File: src/core_page_defines.vh
/*
 * Constants for the core page decoder and emulate mux: register address,
 * reset values, port 3 bit roles, decode results, interrupt routes and clocks.
 * Assumes inclusion by bare name from the design files; definitions only.
 */
`ifndef CORE_PAGE_DEFINES_VH
`define CORE_PAGE_DEFINES_VH

// ---------------------------------------------------------------
// page base register
// ---------------------------------------------------------------
`define PAGE_BASE_ADDR      16'hffff
`define PAGE_BASE_RESET     8'h00

// ---------------------------------------------------------------
// port 3 bit positions
// ---------------------------------------------------------------
`define P3_TX               1
`define P3_INT_A            2
`define P3_INT_B            3
`define P3_T0               4
`define P3_T1               5
`define P3_WR               6
`define P3_RD               7

// ---------------------------------------------------------------
// address decode results
// ---------------------------------------------------------------
`define HIT_NONE            2'h0
`define HIT_PAGE_REG        2'h1
`define HIT_CORE            2'h2

// ---------------------------------------------------------------
// network interrupt routes
// ---------------------------------------------------------------
`define ROUTE_NONE          2'h0
`define ROUTE_INT_A         2'h1
`define ROUTE_INT_B         2'h2
`define ROUTE_PORT          2'h3

// ---------------------------------------------------------------
// clock rates in MHz
// ---------------------------------------------------------------
`define OSC_MHZ             40
`define NET_CLK_MHZ         20
`define CPU_CLK_MHZ         16

`endif

File: src/core_page_decoder_emulate_mux.v
/*
 * Glue between the processor core and the network core: relocatable page
 * decode with a page base register, emulate-mode pin turnaround, network
 * interrupt routing and the two derived clock enables.
 * Assumes the processor core and network core run on i_clk_sys; all pin
 * inputs are asynchronous. The network core answers reads combinationally
 * in the cycle its read pulse is high.
 */
`timescale 1ns/1ns
`include "core_page_defines.vh"

module core_page_decoder_emulate_mux #(
   parameter DIV_W = 8
) (
   input  wire       i_clk_sys,
   input  wire       i_rst,
   // external pins
   input  wire       i_external_access_select_n,
   input  wire [7:0] i_p0_in,
   output reg  [7:0] o_p0_out,
   output reg  [7:0] o_p0_oe,
   output reg  [7:0] o_p1_out,
   output reg  [7:0] o_p1_oe,
   input  wire [7:0] i_p2_in,
   output reg  [7:0] o_p2_out,
   output reg  [7:0] o_p2_oe,
   input  wire [7:0] i_p3_in,
   output reg  [7:0] o_p3_out,
   output reg  [7:0] o_p3_oe,
   input  wire       i_ale_in,
   output reg        o_ale_out,
   output reg        o_ale_oe,
   output reg        o_program_fetch_strobe_n_out,
   output reg        o_program_fetch_strobe_n_oe,
   // processor core side
   input  wire [7:0] i_cpu_p0_out,
   input  wire [7:0] i_cpu_p0_oe,
   input  wire [7:0] i_cpu_p1_out,
   input  wire [7:0] i_cpu_p1_oe,
   input  wire [7:0] i_cpu_p2_out,
   input  wire [7:0] i_cpu_p3_out,
   input  wire [7:0] i_cpu_p3_oe,
   input  wire       i_cpu_ale,
   input  wire       i_cpu_program_fetch_strobe_n,
   output reg        o_cpu_hold,
   output reg  [7:0] o_cpu_rdata,
   output reg        o_cpu_rdata_valid,
   output reg        o_cpu_ext_irq_a,
   output reg        o_cpu_ext_irq_b,
   output reg        o_cpu_clk_en,
   // network core side
   output reg        o_core_rd,
   output reg        o_core_wr,
   output reg  [7:0] o_core_addr,
   output reg  [7:0] o_core_wdata,
   input  wire [7:0] i_core_rdata,
   input  wire       i_net_irq,
   output reg        o_net_clk_en,
   // interrupt routing straps
   input  wire [1:0] i_irq_route,
   input  wire [2:0] i_irq_port_pin
);

   // ---------------------------------------------------------------
   // decode function
   // ---------------------------------------------------------------
   function [1:0] decode_hit;
      input [15:0] addr;
      input [7:0]  base;
      begin
         if (addr == `PAGE_BASE_ADDR) begin
            decode_hit = `HIT_PAGE_REG;
         end else if (addr[15:8] == base) begin
            decode_hit = `HIT_CORE;
         end else begin
            decode_hit = `HIT_NONE;
         end
      end
   endfunction

   // ---------------------------------------------------------------
   // pin synchronisers
   // ---------------------------------------------------------------
   reg  [7:0] p0_s1;
   reg  [7:0] p0_s2;
   reg  [7:0] p2_s1;
   reg  [7:0] p2_s2;
   reg  [7:0] p3_s1;
   reg  [7:0] p3_s2;
   reg        ale_s1;
   reg        ale_s2;
   reg        ea_s1;
   reg        ea_s2;
   reg        emulate_flag;

   always @(posedge i_clk_sys or posedge i_rst) begin
      if (i_rst) begin
         p0_s1        <= 8'h00;
         p0_s2        <= 8'h00;
         p2_s1        <= 8'h00;
         p2_s2        <= 8'h00;
         p3_s1        <= 8'hff;
         p3_s2        <= 8'hff;
         ale_s1       <= 1'b0;
         ale_s2       <= 1'b0;
         ea_s1        <= 1'b0;
         ea_s2        <= 1'b0;
         emulate_flag <= 1'b0;
      end else begin
         p0_s1        <= i_p0_in;
         p0_s2        <= p0_s1;
         p2_s1        <= i_p2_in;
         p2_s2        <= p2_s1;
         p3_s1        <= i_p3_in;
         p3_s2        <= p3_s1;
         ale_s1       <= i_ale_in;
         ale_s2       <= ale_s1;
         ea_s1        <= i_external_access_select_n;
         ea_s2        <= ea_s1;
         emulate_flag <= ea_s2;
      end
   end

   // ---------------------------------------------------------------
   // bus source select
   // ---------------------------------------------------------------
   // the emulator's cycle is seen two clocks late through the
   // synchronisers; the strobes are long enough at 25 MHz to absorb that
   wire [7:0] src_p0   = emulate_flag ? p0_s2 : i_cpu_p0_out;
   wire [7:0] src_hi   = emulate_flag ? p2_s2 : i_cpu_p2_out;
   wire       src_ale  = emulate_flag ? ale_s2 : i_cpu_ale;
   wire       src_rd_n = emulate_flag ? p3_s2[`P3_RD] : i_cpu_p3_out[`P3_RD];
   wire       src_wr_n = emulate_flag ? p3_s2[`P3_WR] : i_cpu_p3_out[`P3_WR];

   // ---------------------------------------------------------------
   // bus cycle decode and page base register
   // ---------------------------------------------------------------
   reg  [7:0] addr_lo;
   reg        ale_d;
   reg        rd_n_d;
   reg        wr_n_d;
   reg  [1:0] cyc_hit;
   reg  [7:0] page_base;
   reg  [7:0] wdata;
   reg        read_drive;

   wire [1:0] hit_now   = decode_hit({src_hi, addr_lo}, page_base);
   wire       rd_fall   = rd_n_d & ~src_rd_n;
   wire       rd_rise   = ~rd_n_d & src_rd_n;
   wire       wr_fall   = wr_n_d & ~src_wr_n;
   wire       wr_rise   = ~wr_n_d & src_wr_n;

   always @(posedge i_clk_sys or posedge i_rst) begin
      if (i_rst) begin
         addr_lo           <= 8'h00;
         ale_d             <= 1'b0;
         rd_n_d            <= 1'b1;
         wr_n_d            <= 1'b1;
         cyc_hit           <= `HIT_NONE;
         page_base         <= `PAGE_BASE_RESET;
         wdata             <= 8'h00;
         read_drive        <= 1'b0;
         o_core_rd         <= 1'b0;
         o_core_wr         <= 1'b0;
         o_core_addr       <= 8'h00;
         o_core_wdata      <= 8'h00;
         o_cpu_rdata       <= 8'h00;
         o_cpu_rdata_valid <= 1'b0;
      end else begin
         ale_d     <= src_ale;
         rd_n_d    <= src_rd_n;
         wr_n_d    <= src_wr_n;
         o_core_rd <= 1'b0;
         o_core_wr <= 1'b0;
         if (ale_d && !src_ale) begin
            addr_lo <= src_p0;
         end
         if (!src_wr_n) begin
            wdata <= src_p0;
         end
         if (rd_fall || wr_fall) begin
            cyc_hit <= hit_now;
         end
         if (rd_fall && hit_now == `HIT_CORE) begin
            o_core_rd   <= 1'b1;
            o_core_addr <= addr_lo;
         end
         if (rd_fall && hit_now == `HIT_PAGE_REG) begin
            o_cpu_rdata       <= page_base;
            o_cpu_rdata_valid <= 1'b1;
            read_drive        <= 1'b1;
         end
         if (o_core_rd) begin
            o_cpu_rdata       <= i_core_rdata;
            o_cpu_rdata_valid <= 1'b1;
            read_drive        <= 1'b1;
         end
         if (rd_rise) begin
            o_cpu_rdata_valid <= 1'b0;
            read_drive        <= 1'b0;
         end
         // writes commit at the strobe's end, when the data is surely settled
         if (wr_rise && cyc_hit == `HIT_PAGE_REG) begin
            page_base <= wdata;
         end
         if (wr_rise && cyc_hit == `HIT_CORE) begin
            o_core_wr    <= 1'b1;
            o_core_addr  <= addr_lo;
            o_core_wdata <= wdata;
         end
      end
   end

   // ---------------------------------------------------------------
   // interrupt routing
   // ---------------------------------------------------------------
   wire       irq_to_a    = (i_irq_route == `ROUTE_INT_A) & i_net_irq;
   wire       irq_to_b    = (i_irq_route == `ROUTE_INT_B) & i_net_irq;
   wire       port_routed = (i_irq_route == `ROUTE_PORT);
   wire [7:0] port_mask   = port_routed ? (8'h01 << i_irq_port_pin) : 8'h00;

   // ---------------------------------------------------------------
   // pin direction and data mux
   // ---------------------------------------------------------------
   reg  [7:0] next_p0_out;
   reg  [7:0] next_p0_oe;
   reg  [7:0] next_p1_out;
   reg  [7:0] next_p1_oe;
   reg  [7:0] next_p3_out;
   reg  [7:0] next_p3_oe;

   always @* begin
      // a core or page register read is driven onto port 0 too
      next_p0_out = read_drive ? o_cpu_rdata : i_cpu_p0_out;
      next_p0_oe  = read_drive ? 8'hff : 8'h00;
      if (!emulate_flag) begin
         next_p0_oe = next_p0_oe | i_cpu_p0_oe;
      end
      // active-low interrupt level on the routed port 1 pin
      next_p1_out = (i_cpu_p1_out & ~port_mask) | ({8{~i_net_irq}} & port_mask);
      next_p1_oe  = emulate_flag ? port_mask : (i_cpu_p1_oe | port_mask);
      next_p3_out = i_cpu_p3_out;
      next_p3_oe  = i_cpu_p3_oe;
      next_p3_oe[`P3_INT_A] = 1'b0;
      next_p3_oe[`P3_INT_B] = 1'b0;
      if (emulate_flag) begin
         next_p3_oe              = 8'h00;
         next_p3_oe[`P3_INT_A]   = 1'b1;
         next_p3_oe[`P3_INT_B]   = 1'b1;
         next_p3_out[`P3_INT_A]  = ~irq_to_a;
         next_p3_out[`P3_INT_B]  = ~irq_to_b;
      end
   end

   always @(posedge i_clk_sys or posedge i_rst) begin
      if (i_rst) begin
         o_p0_out                     <= 8'h00;
         o_p0_oe                      <= 8'h00;
         o_p1_out                     <= 8'h00;
         o_p1_oe                      <= 8'h00;
         o_p2_out                     <= 8'h00;
         o_p2_oe                      <= 8'h00;
         o_p3_out                     <= 8'hff;
         o_p3_oe                      <= 8'h00;
         o_ale_out                    <= 1'b0;
         o_ale_oe                     <= 1'b0;
         o_program_fetch_strobe_n_out <= 1'b1;
         o_program_fetch_strobe_n_oe  <= 1'b0;
         o_cpu_hold                   <= 1'b0;
         o_cpu_ext_irq_a              <= 1'b0;
         o_cpu_ext_irq_b              <= 1'b0;
      end else begin
         o_p0_out                     <= next_p0_out;
         o_p0_oe                      <= next_p0_oe;
         o_p1_out                     <= next_p1_out;
         o_p1_oe                      <= next_p1_oe;
         o_p2_out                     <= i_cpu_p2_out;
         o_p2_oe                      <= {8{~emulate_flag}};
         o_p3_out                     <= next_p3_out;
         o_p3_oe                      <= next_p3_oe;
         o_ale_out                    <= i_cpu_ale;
         o_ale_oe                     <= ~emulate_flag;
         o_program_fetch_strobe_n_out <= i_cpu_program_fetch_strobe_n;
         o_program_fetch_strobe_n_oe  <= ~emulate_flag;
         o_cpu_hold                   <= emulate_flag;
         // in emulate mode the interrupt pins are our own outputs, so the
         // pin level is not folded back in
         o_cpu_ext_irq_a <= irq_to_a | (~emulate_flag & ~p3_s2[`P3_INT_A]);
         o_cpu_ext_irq_b <= irq_to_b | (~emulate_flag & ~p3_s2[`P3_INT_B]);
      end
   end

   // ---------------------------------------------------------------
   // derived clock enables
   // ---------------------------------------------------------------
   // rates are ratios of the oscillator, applied to i_clk_sys
   wire net_en;
   wire cpu_en;

   rate_enable_gen #(
      .ACC_W    (DIV_W),
      .RATE_NUM (`NET_CLK_MHZ),
      .RATE_DEN (`OSC_MHZ)
   ) u_net_en (
      .i_clk_sys (i_clk_sys),
      .i_rst     (i_rst),
      .o_en      (net_en)
   );

   rate_enable_gen #(
      .ACC_W    (DIV_W),
      .RATE_NUM (`CPU_CLK_MHZ),
      .RATE_DEN (`OSC_MHZ)
   ) u_cpu_en (
      .i_clk_sys (i_clk_sys),
      .i_rst     (i_rst),
      .o_en      (cpu_en)
   );

   always @(posedge i_clk_sys or posedge i_rst) begin
      if (i_rst) begin
         o_net_clk_en <= 1'b0;
         o_cpu_clk_en <= 1'b0;
      end else begin
         o_net_clk_en <= net_en;
         o_cpu_clk_en <= cpu_en;
      end
   end

endmodule // core_page_decoder_emulate_mux

File: src/rate_enable_gen.v
/*
 * Fractional clock enable: pulses on average RATE_NUM times for every
 * RATE_DEN clock cycles, by a phase accumulator.
 * Assumes RATE_NUM <= RATE_DEN and both fit in ACC_W bits.
 */
`timescale 1ns/1ns

module rate_enable_gen #(
   parameter ACC_W    = 8,
   parameter RATE_NUM = 1,
   parameter RATE_DEN = 2
) (
   input  wire             i_clk_sys,
   input  wire             i_rst,
   output reg              o_en
);

   localparam [ACC_W-1:0] STEP = RATE_NUM[ACC_W-1:0];
   localparam [ACC_W-1:0] WRAP = RATE_DEN[ACC_W-1:0];

   reg  [ACC_W-1:0] acc;
   wire [ACC_W:0]   sum;

   // one extra bit so the sum never wraps before the compare
   assign sum = {1'b0, acc} + {1'b0, STEP};

   always @(posedge i_clk_sys or posedge i_rst) begin
      if (i_rst) begin
         acc  <= {ACC_W{1'b0}};
         o_en <= 1'b0;
      end else if (sum >= {1'b0, WRAP}) begin
         acc  <= sum[ACC_W-1:0] - WRAP;
         o_en <= 1'b1;
      end else begin
         acc  <= sum[ACC_W-1:0];
         o_en <= 1'b0;
      end
   end

endmodule // rate_enable_gen
File: config.mk
export PLATFORM = sky130hd
export DESIGN_NAME = core_page_decoder_emulate_mux
export DESIGN_NICKNAME = d
export VERILOG_FILES = /design/src/core_page_decoder_emulate_mux.v /design/src/rate_enable_gen.v
export VERILOG_INCLUDE_DIRS = /design/src
export SDC_FILE = /design/constraint.sdc
export NUM_CORES = 1
export LEC_CHECK = 0
export BUFFER_PORTS_ARGS = -buffer_cell sky130_fd_sc_hd__buf_4
export CAP_MARGIN = 20
export CELL_PAD_IN_SITES_DETAIL_PLACEMENT = 0
export CELL_PAD_IN_SITES_GLOBAL_PLACEMENT = 1
export CORE_MARGIN = 1
export CORE_UTILIZATION = 37
export DETAILED_ROUTE_END_ITERATION = 6
export HOLD_SLACK_MARGIN = 0.1
export PLACE_DENSITY_LB_ADDON = 0.12
export SYNTH_ARGS = -nofsm -noshare
export SYNTH_HDL_FRONTEND = slang
export SYNTH_SLANG_ARGS = --single-unit
File: constraint.sdc
create_clock -name i_clk_sys -period 4.3 [get_ports i_clk_sys]
set_input_delay 0 -clock i_clk_sys [delete_from_list [all_inputs] [get_ports i_clk_sys]]
set_output_delay 0 -clock i_clk_sys [all_outputs]
set_load 0.01 [all_outputs]
==> impl_metrics.ini <==
[status]
status = completed

[clocking]
cts.sinks = 176
clockBufferDepth = 2
cts_max_level = 4
cts-root-buf = clkbuf_16
cts_made_buffers = 17
path_clk_slew_ns = 0.06
ctsResizeCount = 0
clk_latency_ns = 0.42
cts_tree = done

[floorplan]
core-area_sq_um = 17400
io_pins = 200
fp.dieW_microns = 135
initial_core_util = 0.380
die-area_sq_um = 18300
die_h_microns = 135
rows = 48

[sta]
maxSlewHeadroom = 0.449
setup_viol = 0
worst_pin_slew_ns = 0.827
rsz0062_at_grt = no
period_share = 0.611
slew_viol_final = 0
max_freq_mhz = 381
hold_violations = 0
skew_ns = 0.00913
post-route-min-period_ns = 2.63
tns_ns = 0

[finish]
syn_to_final_growth_pct = 51.4
final_cell_mix = buf_4 (198), dfrtp_1 (156), dlygate4sd3_1 (117), mux2_2 (50), nand2_1 (38)
num_antenna_cells = 0
final_common_cell = buf_4
drive_gt1_frac = 0.386
fin_nets = 896

[logic_synthesis]
yosys_warnings = 0
synth_edf_count = 0
synth_area_sq_um = 6590
avgSynthCellArea_sq_um = 13.7
synth-async-reset-ratio = 1.00
ys.flop_type = dfrtp_1
syn_nets = 588
synth_seq_cells = 176
synthDistinctLibCells = 43
synthCells = 480
synth_seq_area_share = 0.672

[placed_design]
dp_hpwl_microns = 10500
portBuffers = 193
globalplace.congestion = 0.748

[power]
ir_drop_uv = 281
total_power_mw = 3.71
leakage_nw = 4.86
p_per_area_nw_per_um2 = 372

[routing]
vias = 4689
postRouteAntennaNets = 0
wire_per_inst_microns = 15.3
drcViolationCount = 0
wl_microns = 15700
drt_pass1_iterations = 5
vias_per_cell = 4.57
drt_iter0_drc = 126

[grt]
grt_pass1_vias = 4947
grt_max_degree = 119
grt_use_total = 0.183
grt-ovfl-total = 0
grt_pass1_wl_microns = 25100
antenna_found_initial = 0

[critical_path]
required_ns = 4.60
critical_path_class = flop to flop
start_kind = flop
end_kind = flop
path_max_fanout = 25
crit_arrival_ns = 2.93

[job]
maxCapViolations = 0

[hold_path]
hold_class = input port to flop
## logic make-up (layout without fill, tap and decap cells)
kind of cell    Yosys count  count (layout)  share of synthesized area
simple gates             92              92                     0.0733
compound gates           67              67                     0.0629
flops                   176             176                      0.672
mux                      69              69                      0.114
fa+ha+maj                 8               8                     0.0152
xor+xnor                 19              19                     0.0253
buf+inv                  49             370                     0.0370
## stage by stage
step / util / setup WS (ns) / hold WS (ns) / std cells / area [sq um]
4_1_cts: 0.575 / 1.61 / 0.202 / 1026 / 9980
6_report: 0.575 / 1.67 / 0.228 / 1026 / 9980
5_1_grt: 0.575 / 1.46 / 0.207 / 1026 / 9980
3_5_place_dp: 0.474 / 1.62 / 0.109 / 877 / 8230
3_3_place_gp: 0.474 / 1.64 / 0.109 / 877 / 8230
2_1_floorplan: - / 2.06 / 0.00448 / 480 / 6590
## power by group
| group | internal [mW] | switching, mW |
|---|---|---|
| clock | 0.887 | 0.619 |
| combinational | 0.234 | 0.170 |
| sequential | 1.75 | 0.0509 |
## worst max-delay path, stage by stage (launching register included)
cell and delay, ns:
dfrtp_2 0.75, buf_4 0.42, mux2i_1 0.27, xnor2_1 0.19, nor4_4 0.09, a41oi_4 0.40, mux2_2 0.39
## path summary, 6_finish.rpt
path | start | to | slack [ns] | cells after the start
setup / recovery | emulate_flag | o_core_addr[0] | 1.67 | 6
hold / removal | i_external_access_select_n | ea_s1 | 0.23 | 2
setup reg to reg | emulate_flag | o_core_addr[0] | 1.67 | 6
hold reg to reg | p2_s1[0] | p2_s2[0] | 0.35 | 0
max in group asynchronous | i_rst | o_p0_out[4] | 2.92 | 4
min in group asynchronous | i_rst | o_cpu_clk_en | 0.31 | 3
## routing by layer
layer,global-route usage,vias to the layer above,part of all wire
met1,0.212,2320,0.41
met2,0.317,122,0.52
met4,0.0743,0,0.019
met3,0.0535,24,0.057
met5,0,-,0
li1,-,2223,-
## cell type report
class / count / area, sq um
Fill cell: 1425 / 7380
Sequential cell: 176 / 4430
Timing Repair Buffer: 316 / 2680
Multi-Input combinational cell: 255 / 1930
Clock buffer: 23 / 468
Tap cell: 225 / 282
Clock inverter: 9 / 106
Inverter: 22 / 86.3
## synthesized netlist by cell type, types with 9 or more instances
library cell / n / area [sq um]
a21oi_1: 16 / 80.1
buf_4: 13 / 97.6
clkbuf_1: 9 / 33.8
dfrtp_1: 157 / 3930
dfstp_2: 19 / 499
inv_1: 21 / 78.8
mux2_2: 50 / 563
mux2i_1: 19 / 190
nand2_1: 38 / 143
nor2_1: 18 / 67.6
o21ai_0: 34 / 170
xnor2_1: 11 / 96.3
## timing repair
item | 4_1_cts | 5_1_grt
endpoints found under the hold margin | 132 | 0
hold buffers | 117 | 0
setup endpoints to repair | 0 | 0
setup buffers | 0 | 0
Note: power is estimated with default switching activity, not from simulation.
